## config.mk

```make
export PLATFORM = sky130hd
export DESIGN_NAME = qos_queue_classifier
export DESIGN_NICKNAME = d
export VERILOG_FILES = /design/src/pkg/qos_pkg.sv /design/src/verilog/qos_queue_classifier.sv
export VERILOG_INCLUDE_DIRS = /design/src /design/src/pkg
export SDC_FILE = /design/constraint.sdc
export NUM_CORES = 1
export LEC_CHECK = 0
export ABC_AREA = 1
export BUFFER_PORTS_ARGS = -buffer_cell sky130_fd_sc_hd__buf_2
export CORE_ASPECT_RATIO = 1.4
export CORE_MARGIN = 2
export CORE_UTILIZATION = 34
export DETAILED_ROUTE_END_ITERATION = 7
export GPL_ROUTABILITY_DRIVEN = 0
export SLEW_MARGIN = 40
export SYNTH_ARGS = -nofsm -noshare
export SYNTH_HDL_FRONTEND = slang
export SYNTH_SLANG_ARGS = --single-unit
```

## constraint.sdc

```tcl
create_clock -name clk -period 2.14 [get_ports clk]
set_clock_uncertainty 0.15 [all_clocks]
set_input_delay 0.107 -clock clk [delete_from_list [all_inputs] [get_ports clk]]
set_output_delay 0.107 -clock clk [all_outputs]
set_load 0.03 [all_outputs]
```

## src/pkg/qos_cfg.svh

```systemverilog
`ifndef QOS_CFG_SVH
`define QOS_CFG_SVH

// register byte offsets
`define OFS_CTRL          8'h00
`define OFS_TAG_MAP       8'h04
`define OFS_STATUS        8'h08
`define OFS_DSCP_MAP0     8'h10
`define OFS_DSCP_MAP1     8'h14
`define OFS_DSCP_MAP2     8'h18
`define OFS_DSCP_MAP3     8'h1c

// control field positions
`define CTRL_TRUST_LSB    0
`define CTRL_TRUST_MSB    1
`define CTRL_DEFPRI_LSB   2
`define CTRL_DEFPRI_MSB   4
`define CTRL_STRICT_BIT   8
`define CTRL_WRITE_MASK   32'h0000_011f

// codepoint field inside the service byte
`define SVC_CP_MSB        7
`define SVC_CP_LSB        2

// reset values
`define CTRL_RESET        32'h0000_0000
`define TAG_MAP_RESET     16'hfa41
`define DSCP_MAP0_RESET   32'h0000_5555
`define DSCP_MAP1_RESET   32'h5555_0000
`define DSCP_MAP2_RESET   32'haaaa_aaaa
`define DSCP_MAP3_RESET   32'hffff_ffff

// per-round packet weights of queues 3..0
`define WEIGHT_Q3         4'h8
`define WEIGHT_Q2         4'h4
`define WEIGHT_Q1         4'h2
`define WEIGHT_Q0         4'h1

`endif

```

## src/pkg/qos_pkg.sv

```systemverilog
package qos_pkg;
   typedef logic [1:0] queue_t;
   typedef logic [2:0] tag_pri_t;
   typedef logic [5:0] codepoint_t;
   typedef enum logic [1:0] {
      tag_priority_only_mode  = 2'h0,
      codepoint_only_mode     = 2'h1,
      tag_then_codepoint_mode = 2'h2,
      codepoint_then_tag_mode = 2'h3
   } trust_mode_e;
   typedef enum logic [1:0] {
      sched_weighted = 2'h1,
      sched_strict   = 2'h2
   } sched_mode_e;
endpackage

```

## src/verilog/qos_queue_classifier.sv

```systemverilog
`include "qos_cfg.svh"
module qos_queue_classifier (
   // clock and reset
   input  wire logic                clk,
   input  wire logic                rst_n,
   // avalon-mm slave
   input  wire logic [7:0]          address,
   input  wire logic                read,
   input  wire logic                write,
   input  wire logic [31:0]         writedata,
   output logic      [31:0]         readdata,
   output logic                     waitrequest,
   // frame parser side
   input  wire logic                in_valid,
   input  wire logic                in_tag_present,
   input  wire logic                in_priority_tagged,
   input  wire logic [2:0]          in_tag_priority,
   input  wire logic                in_ip_present,
   input  wire logic [7:0]          in_service_byte,
   // classification result
   output logic                     out_valid,
   output qos_pkg::queue_t          out_queue,
   // scheduler side
   input  wire logic [3:0]          queue_nonempty,
   input  wire logic                sched_take,
   output logic                     grant_valid,
   output qos_pkg::queue_t          grant_queue
);

   logic [31:0]             ctrl;
   logic [15:0]             tag_map;
   logic [31:0]             dscp_map [4];
   logic [3:0]              credit [4];
   qos_pkg::trust_mode_e    trust;
   qos_pkg::sched_mode_e    sched_mode;
   qos_pkg::tag_pri_t       default_pri;
   qos_pkg::codepoint_t     codepoint;
   qos_pkg::tag_pri_t       eff_pri;
   qos_pkg::queue_t         tag_q;
   qos_pkg::queue_t         default_q;
   qos_pkg::queue_t         dscp_q;
   qos_pkg::queue_t         next_queue;
   qos_pkg::queue_t         next_grant;
   logic                    tag_usable;
   logic [3:0]              eligible;
   logic                    reload;
   logic                    bus_go;

   function automatic qos_pkg::queue_t highest(input logic [3:0] v);
      qos_pkg::queue_t q;
      q = 2'h0;
      if (v[3]) begin
         q = 2'h3;
      end else if (v[2]) begin
         q = 2'h2;
      end else if (v[1]) begin
         q = 2'h1;
      end
      return q;
   endfunction

   assign trust       = qos_pkg::trust_mode_e'(
                        ctrl[`CTRL_TRUST_MSB:`CTRL_TRUST_LSB]);
   assign sched_mode  = ctrl[`CTRL_STRICT_BIT] ? qos_pkg::sched_strict
                                               : qos_pkg::sched_weighted;
   assign default_pri = ctrl[`CTRL_DEFPRI_MSB:`CTRL_DEFPRI_LSB];

   // bus: one wait cycle, then the request is accepted
   assign bus_go = (read || write) && !waitrequest;

   always_ff @(posedge clk or negedge rst_n) begin
      if (!rst_n) begin
         waitrequest <= 1'b1;
      end else if (!waitrequest) begin
         waitrequest <= 1'b1;
      end else if (read || write) begin
         waitrequest <= 1'b0;
      end
   end

   always_ff @(posedge clk or negedge rst_n) begin
      if (!rst_n) begin
         readdata <= 32'h0000_0000;
      end else if (read && waitrequest) begin
         if (address == `OFS_CTRL) begin
            readdata <= ctrl;
         end else if (address == `OFS_TAG_MAP) begin
            readdata <= {16'h0000, tag_map};
         end else if (address == `OFS_STATUS) begin
            readdata <= {24'h000000, queue_nonempty, grant_queue, out_queue};
         end else if (address == `OFS_DSCP_MAP0) begin
            readdata <= dscp_map[0];
         end else if (address == `OFS_DSCP_MAP1) begin
            readdata <= dscp_map[1];
         end else if (address == `OFS_DSCP_MAP2) begin
            readdata <= dscp_map[2];
         end else if (address == `OFS_DSCP_MAP3) begin
            readdata <= dscp_map[3];
         end else begin
            readdata <= 32'h0000_0000;
         end
      end
   end

   // only defined control bits are kept
   always_ff @(posedge clk or negedge rst_n) begin
      if (!rst_n) begin
         ctrl <= `CTRL_RESET;
      end else if (bus_go && write && address == `OFS_CTRL) begin
         ctrl <= writedata & `CTRL_WRITE_MASK;
      end
   end

   always_ff @(posedge clk or negedge rst_n) begin
      if (!rst_n) begin
         tag_map <= `TAG_MAP_RESET;
      end else if (bus_go && write && address == `OFS_TAG_MAP) begin
         tag_map <= writedata[15:0];
      end
   end

   always_ff @(posedge clk or negedge rst_n) begin
      if (!rst_n) begin
         dscp_map[0] <= `DSCP_MAP0_RESET;
         dscp_map[1] <= `DSCP_MAP1_RESET;
         dscp_map[2] <= `DSCP_MAP2_RESET;
         dscp_map[3] <= `DSCP_MAP3_RESET;
      end else if (bus_go && write) begin
         if (address == `OFS_DSCP_MAP0) begin
            dscp_map[0] <= writedata;
         end else if (address == `OFS_DSCP_MAP1) begin
            dscp_map[1] <= writedata;
         end else if (address == `OFS_DSCP_MAP2) begin
            dscp_map[2] <= writedata;
         end else if (address == `OFS_DSCP_MAP3) begin
            dscp_map[3] <= writedata;
         end
      end
   end

   // classification
   assign codepoint  = in_service_byte[`SVC_CP_MSB:`SVC_CP_LSB];
   // priority-tagged frames carry no usable priority of their own
   assign tag_usable = in_tag_present && !in_priority_tagged;
   assign eff_pri    = tag_usable ? in_tag_priority : default_pri;

   always_comb begin
      tag_q     = tag_map[{eff_pri, 1'b0} +: 2];
      default_q = tag_map[{default_pri, 1'b0} +: 2];
      dscp_q    = dscp_map[codepoint[5:4]][{codepoint[3:0], 1'b0} +: 2];
      case (trust)
         qos_pkg::tag_priority_only_mode: begin
            next_queue = tag_q;
         end
         qos_pkg::codepoint_only_mode: begin
            next_queue = in_ip_present ? dscp_q : default_q;
         end
         qos_pkg::tag_then_codepoint_mode: begin
            if (tag_usable) begin
               next_queue = tag_q;
            end else if (in_ip_present) begin
               next_queue = dscp_q;
            end else begin
               next_queue = default_q;
            end
         end
         default: begin
            next_queue = in_ip_present ? dscp_q : tag_q;
         end
      endcase
   end

   always_ff @(posedge clk or negedge rst_n) begin
      if (!rst_n) begin
         out_valid <= 1'b0;
         out_queue <= 2'h0;
      end else begin
         out_valid <= in_valid;
         if (in_valid) begin
            out_queue <= next_queue;
         end
      end
   end

   // scheduling
   always_comb begin
      eligible[0] = queue_nonempty[0] && (credit[0] != 4'h0);
      eligible[1] = queue_nonempty[1] && (credit[1] != 4'h0);
      eligible[2] = queue_nonempty[2] && (credit[2] != 4'h0);
      eligible[3] = queue_nonempty[3] && (credit[3] != 4'h0);
      // a new round starts when no waiting queue has credit left
      reload = (eligible == 4'h0);
      if (sched_mode == qos_pkg::sched_strict) begin
         next_grant = highest(queue_nonempty);
      end else begin
         next_grant = highest(reload ? queue_nonempty : eligible);
      end
   end

   always_ff @(posedge clk or negedge rst_n) begin
      if (!rst_n) begin
         credit[3] <= `WEIGHT_Q3;
         credit[2] <= `WEIGHT_Q2;
         credit[1] <= `WEIGHT_Q1;
         credit[0] <= `WEIGHT_Q0;
      end else if (sched_take && queue_nonempty != 4'h0 &&
                   sched_mode == qos_pkg::sched_weighted) begin
         credit[3] <= (reload ? `WEIGHT_Q3 : credit[3]) -
                      ((next_grant == 2'h3) ? 4'h1 : 4'h0);
         credit[2] <= (reload ? `WEIGHT_Q2 : credit[2]) -
                      ((next_grant == 2'h2) ? 4'h1 : 4'h0);
         credit[1] <= (reload ? `WEIGHT_Q1 : credit[1]) -
                      ((next_grant == 2'h1) ? 4'h1 : 4'h0);
         credit[0] <= (reload ? `WEIGHT_Q0 : credit[0]) -
                      ((next_grant == 2'h0) ? 4'h1 : 4'h0);
      end
   end

   always_ff @(posedge clk or negedge rst_n) begin
      if (!rst_n) begin
         grant_valid <= 1'b0;
         grant_queue <= 2'h0;
      end else begin
         grant_valid <= sched_take && (queue_nonempty != 4'h0);
         if (sched_take && queue_nonempty != 4'h0) begin
            grant_queue <= next_grant;
         end
      end
   end

endmodule

```

==> summary.md, run 1 <==
| Metric | Value |
|---|---|
| Status | `finished, violations left` |
| Violated checks | `negative setup slack` |
| CP top delay family | `simple AND/OR/NAND/NOR gates` |
| Max stage delay on crit path | `390 ps` |
| FF+latch count, synth | `between 200 and 250` |
| Core ar. | `31,500 sq um` |
| First-pass GRT wire length | `55,900 um` |
| Die area | `roughly 33,000 sq um` |
| Final slew viol count | `0` |
| FMAX | `between 0.4 and 0.5 GHz` |
| Worst slew pin tran | `about 680 ps` |
| P&R area growth vs syn | `24.6%` |
| Hold WC Path Type | `in2reg` |
| Ys async rst share | `between 90% and 100%` |
| Power per Cell Area | `approximately 770 nW/um^2` |
| H-tree levels | `1` |
| Fraction of layout cells with a size suffix above 1 | `21.3%` |
| Cells after synthesis | `approximately 1,400` |
| CP max FO | `5` |
| Data arrival, critical path | `2590 ps` |
| Synth unique cells | `44` |
| DRC Markers | `0` |
| DR vias | `10,399` |
| Place WS | `-199 ps` |
| Post-Place Cell Area | `~12,000 sq um` |
| WS Path Type | `reg2reg` |
| Vias/cell | `5.20` |
| Worst R2R Start | `credit[10]` |
| Worst setup EP type | `flop` |
| Post-synthesis area per instance | `around 7.6 sq um` |
| Register area share after synthesis | `approximately half` |
| CTS Sinks | `205` |
| CTS max path bufs | `3` |
| Max VDD drop | `between 0.4 and 0.5 mV` |
| Most common cell after layout, fill and taps aside | `nand2_1` |
| Slowest-stage cell, CP | `dfrtp_1` |
| Leak | `0.00624 uW` |
| Crit path from | `credit[10]` |
| Max cap viols | `0` |
| Critical Path RT | `2390 ps` |
| Die X | `155 um` |
| Synthesized netlist net count | `1,507` |
| Hold Violations, Final | `0` |
| Synth top area share | `29.5%` |
| Setup ws final | `-193 ps` |
| CP Buf/Inv Count | `0` |
| Most common flop cell mapped by yosys | `dfrtp_1` |
| DR pass1 iterations | `7` |
| Post-DRT Antenna Nets | `0` |
| Final nets | `1,661` |
| Hold path startpoint | `address[6]` |
| Skew-Pair Late Insertion Delay | `520 ps` |
| Hpwl dp | `roughly 23,000 um` |
| Post-synth EDFFs | `0` |
| Setup violators final | `14` |
| Synthesis Warnings | `0` |
| Wire per inst | `17.5 um` |
| Most frequent CP cell | `nand2_2` |
| Post-Route WL | `35,000 um` |
| IO Port Bufs | `100` |
| Vias in the first global route | `10,321` |
| Post-Layout Inst Area | `13,500 sq um` |
| Cts bufs inserted | `22` |
| CTS Root Cell | `clkbuf_16` |
| Crit-path cells | `nor2_1 -> nand2_1 -> nand2_1 -> nand2_2 -> nor2_4 -> nand2_2 -> nand3_4 -> o21bai_4 -> nand2_2 -> nor2_2 -> ha_2 -> ha_4 -> nand2_2 -> xor2_1` |
| Clock-pin slew on the worst setup and hold paths | `60 ps` |
| Relative slew margins | `53.9%` |
| Cell taking the most area after synthesis | `dfrtp_1` |
| IO Count | `just over 100` |
| Initial drt markers | `915` |
| Total track usage | `21.0%` |
| Fin crit share | `109%` |
| CTS tree | `built` |
| Most frequent cells in the layout | `494 x nand2_1, 186 x nand3_1, 128 x dfrtp_1, 104 x o21ai_0, 99 x buf_2` |
| Hold Slack | `41.4 ps` |
| Rows | `77` |
| Starting density of the core | `34.5%` |
| Dominant cells by area after synthesis | `dfrtp_1 29%, dfstp_2 19%, nand2_1 17%, nand3_1 8.6%, o21ai_0 5.3%` |
| Largest net degree at the start of global routing | `65` |
| Grt total ovfl | `0` |
| Initial antenna violation count | `1` |
| Period minus WS final | `2330 ps` |
| TNS Setup | `-1610 ps` |
| Die height | `216 um` |
| Diodes inserted | `0` |
| Mapped cell area | `10,900 sq um` |
| CP startpoint kind | `flop` |
| Unrepaired setup endpoints after global routing | `yes` |
## registers in the layout (all words and copies together), names as in the netlist
name and count:
out_queue 2, grant_queue 2, dscp_map 128, out_valid 1
grant_valid 1, waitrequest 1, ctrl 6, credit 16
readdata 32, tag_map 16
## layout make-up
cell class / count / area [sq um]
inverter: 97 / 372
fill: 3163 / 18000
multi-input combinational: 1054 / 5060
clock inverter: 12 / 139
clock buffer: 28 / 634
timing repair buffer: 209 / 1620
sequential: 205 / 5230
tap: 395 / 494
## cell families after synthesis
kind of cell / synth area share (%)
and+or+nand+nor: 30.3
AOI/OAI and AO/OA: 13.2
buffers and inverters: 6.93
xor gates and xnor gates: 0.564
adders and majority gates: 0.921
DFF: 48.1
## per-stage QoR
stage / std cells / total power, uW / utilization (%)
floorplan: 1435 / 5300 / -
global placement: 1905 / 5960 / 38.3
detailed placement: 1905 / 6000 / 38.3
CTS: 1998 / 10300 / 42.6
global route: 2000 / 11000 / 43.0
finish: 2000 / 10500 / 43.0
## worst reg2reg max path: cells and delay by family (launching register included)
kind,cells,cell delay (ps)
fa+ha+maj,2,360
xor+xnor,1,150
simple gates,10,1010
compound gates,1,150
flops,1,390
## report_power, final
| group | switching, uW | total, uW | internal, uW |
|---|---|---|---|
| Combinational | 1160 | 2030 | 875 |
| Sequential | 165 | 4350 | 4190 |
| Clock | 1640 | 4100 | 2460 |
## synthesized netlist by cell type, types with 4 or more instances
| master | count |
|---|---|
| nor2_2 | 5 |
| o21ai_0 | 115 |
| o221ai_1 | 10 |
| nor2_1 | 49 |
| nand2_1 | 504 |
| nand3_1 | 187 |
| a21oi_1 | 29 |
| o21ai_1 | 87 |
| dfrtp_1 | 128 |
| o22ai_1 | 5 |
| inv_2 | 5 |
| xor2_1 | 6 |
| o211ai_1 | 12 |
| dfstp_2 | 77 |
| nand2_2 | 5 |
| nand3_2 | 5 |
| nand4_1 | 4 |
| inv_1 | 89 |
| buf_4 | 6 |
| buf_2 | 31 |
| clkbuf_1 | 35 |
| ha_1 | 8 |
## worst paths after layout
path / slack [ps] / cells past startpoint / endpoint
max in group asynchronous: 1330 / 3 / dscp_map[16]
worst min register to register: 320 / 2 / readdata[9]
min in group asynchronous: 90 / 2 / tag_map[15]
worst max-delay path: -190 / 14 / credit[10]
worst max register to register: -190 / 14 / credit[10]
worst min-delay path: 40 / 6 / ctrl[1]
## per-layer routing
layer  GRT usage (%)  up-vias  part of all wire [%]
met5               0        -                 0.037
met2            36.8      329                    50
li1                -     5024                     -
met3            2.29       85                   5.0
met1            26.1     4959                    41
met4            8.80        2                   3.7
## repair_timing
item	in CTS	in global routing
endpoints found under the hold margin	305	0
pin swaps	9	23
hold buffers	48	0
buffers inserted	5	2
gates resized for setup	20	28
setup endpoints to repair	12	17
No activity file was read; power rests on OpenSTA's default activity.
==> inputs of run 2 (changes only) <==
==> constraint.sdc (replaced) <==
create_clock -name clk -period 2.14 [get_ports clk]
set_clock_uncertainty 0.15 [all_clocks]
set_input_delay 0.321 -clock clk [delete_from_list [all_inputs] [get_ports clk]]
set_output_delay 0.321 -clock clk [all_outputs]
set_load 0.03 [all_outputs]
==> run 2 against run 1 <==
The flow still finishes with violations (negative setup slack); largest power group unchanged; non-clock buffer count decreased by 6; wire length fell by 1.8%; utilization shrank 0.50 points; register-to-register slack barely moved; first-iteration DRC count shrank 5.6%; worst setup slack better by 1.4 ps; sequential share of layout area is 0.46 points higher; worst hold slack worse by 21 ps; maximum frequency barely moved; global-route usage down 0.50 points; combinational power rose by 5%; clock power is 11% lower.
==> summary.md, run 2 (synthesis gave the netlist of run 1 again) <==
| Metric | Value |
|---|---|
| Grt total ovfl | `0 (unchanged)` |
| Core ar. | `31,500 sq um (unchanged)` |
| Initial drt markers | `864 (-5.6%)` |
| First-pass GRT wire length | `54,500 um (-2.5%)` |
| CP startpoint kind | `flop` |
| DR vias | `10,289 (-1.1%)` |
| Switching power | `2930 uW (-0.92%)` |
| Max cap viols | `0 (unchanged)` |
| Rows | `77 (unchanged)` |
| Largest regs | `dscp_map: 128 flops, readdata: 32 flops` |
| Violated checks | `negative setup slack` |
| Cts bufs inserted | `21 (-4.5%)` |
| Clock-pin slew on the worst setup and hold paths | `70 ps (about the same)` |
| Fin crit share | `109% (about the same)` |
| Post-Route WL | `34,400 um (-1.8%)` |
| Post-route total power | `10,100 uW (-3.4%)` |
| CTS Sinks | `205 (unchanged)` |
| Starting density of the core | `34.5% (unchanged)` |
| Setup violators final | `13 (-1)` |
| WS Path Type | `reg2reg` |
| Setup ws final | `-191 ps (+1.37 ps)` |
| Wire per inst | `17.2 um (-1.4%)` |
| Initial antenna violation count | `2 (+1)` |
| Largest net degree at the start of global routing | `65 (unchanged)` |
| Multi-input logic area | `5090 sq um (+0.67%)` |
| Die height | `216 um (unchanged)` |
| Biggest register | `dscp_map` |
| FF/Latch Area | `5230 sq um (unchanged)` |
| Max VDD drop | `0.453 mV (+0.75%)` |
| Leak | `0.00617 uW (-1.1%)` |
| P&R area growth vs syn | `23.2%` |
| Die X | `155 um (unchanged)` |
| CTS tree | `built` |
| Status | `finished, violations left` |
| Total track usage | `20.5% (-0.50 points)` |
| Seq pwr share | `43.0% (+1.5 points)` |
| Hold Violations, Final | `0 (unchanged)` |
| FMAX | `0.429 GHz (about the same)` |
| Clock Power Share | `35.9% (-3.2 points)` |
| P_int | `7200 uW (-4.3%)` |
| Combinational power share | `21.2% (+1.8 points)` |
| Relative slew margins | `48.1% (-5.8 points)` |
| CP max FO | `5 (unchanged)` |
| Final nets | `1,654 (-0.42%)` |
| Util after Layout | `42.5% (-0.50 points)` |
| H-tree levels | `1 (unchanged)` |
| IO Port Bufs | `100 (unchanged)` |
| Final-layout fill cell count | `3,145 (-0.57%)` |
| Worst slew pin tran | `770 ps (+85.7 ps)` |
| Data arrival, critical path | `2590 ps (about the same)` |
| Period minus WS final | `2330 ps (-1.37 ps)` |
| CTS max path bufs | `3 (unchanged)` |
| Most common cell after layout, fill and taps aside | `nand2_1` |
| Skew-Pair Late Insertion Delay | `510 ps (about the same)` |
| Post-DRT Antenna Nets | `0 (unchanged)` |
| IO Count | `103 (unchanged)` |
| Die area | `33,400 sq um (unchanged)` |
| Final slew viol count | `0 (unchanged)` |
| Critical Path RT | `2400 ps (about the same)` |
| Hold WC Path Type | `in2reg` |
| Vias/cell | `5.17 (-0.66%)` |
| Most frequent cells in the layout | `495 x nand2_1, 183 x nand3_1, 128 x dfrtp_1, 104 x o21ai_0, 99 x buf_2` |
| Net Sw Frac | `29.0% (+0.72 points)` |
| Worst setup EP type | `flop` |
| Hpwl dp | `23,400 um (+3.2%)` |
| CTS Root Cell | `clkbuf_16` |
| DRC Markers | `0 (unchanged)` |
| Fraction of layout cells with a size suffix above 1 | `22.5% (+1.2 points)` |
| Unrepaired setup endpoints after global routing | `yes` |
| Power per Cell Area | `757 nW/um^2 (-2.2%)` |
| Largest register FFs | `128 (unchanged)` |
| Vias in the first global route | `10,124 (-1.9%)` |
| DR pass1 iterations | `5 (-2)` |
==> run 2: per-layer routing <==
| layer | share of wire [%] | track usage [%] | wire length [um] | up-vias |
|---|---|---|---|---|
| met4 | 3.8 | 7.81 | 1300 | 2 |
| li1 | - | - | - | 5008 |
| met5 | 0.020 | 0 | 7 | - |
| met2 | 51 | 36.8 | 17500 | 332 |
| met3 | 4.6 | 2.29 | 1580 | 90 |
| met1 | 41 | 25.0 | 14000 | 4857 |
==> run 2: layout make-up <==
cell class	count	share of cell area, %
sequential	205	39.0
multi-input combinational	1054	38.1
timing repair buffer	203	11.5
clock buffer	31	4.51
tap	395	3.69
inverter	97	2.78
clock inverter	6	0.439
antenna	1	0.0187
==> run 2: power by group through the flow <==
stage,Sequential (uW),Combinational (uW),Clock (uW)
floorplan,4480,822,0
global placement,4400,1610,0
detailed placement,4410,1650,0
CTS,4350,1920,3710
global route,4390,2370,3840
finish,4350,2140,3630
==> run 2: path summary, 6_finish.rpt <==
path | cells past startpoint | from | endpoint | slack [ps]
worst max-delay path | 14 | credit[9] | credit[14] | -190
worst min-delay path | 3 | writedata[10] | dscp_map[42] | 20
worst max register to register | 14 | credit[9] | credit[14] | -190
worst min register to register | 2 | readdata[15] | readdata[15] | 320
max in group asynchronous | 3 | rst_n | dscp_map[17] | 920
min in group asynchronous | 2 | rst_n | dscp_map[73] | 230
==> run 2: metrics by stage <==
step | setup slack (ps) | hold slack [ps] | std cells | setup TNS [ps] | area (sq um)
5_1_grt | -317 | 32.5 | 1992 | -2900 | 13400
3_3_place_gp | -143 | 195 | 1926 | -1060 | 12200
6_report | -191 | 20.6 | 1992 | -1440 | 13400
2_1_floorplan | 27.6 | -125 | 1435 | 0 | 10900
4_1_cts | -97.6 | 8.12 | 1991 | -385 | 13300
3_5_place_dp | -182 | 196 | 1926 | -1490 | 12200
==> run 2: critical path: stages (launching register included) <==
cell and delay (ps):
dfstp_2 530, nor2_1 40, nand2_1 110, nand2_2 80
nand2_2 80, nor2_4 50, nand2_1 80, nand2_2 90
o21ai_4 260, inv_2 100, a21oi_2 120, ha_2 220
ha_4 130, nand2_2 50, xor2_1 150
==> run 2: what timing repair did <==
action / 4_1_cts / 5_1_grt
gates cloned: 0 / 0
hold buffers: 22 / 0
endpoints found under the hold margin: 90 / 0
setup endpoints to repair: 12 / 17
resized for setup: 31 / 28
buffers inserted: 6 / 3
pin swaps: 12 / 23
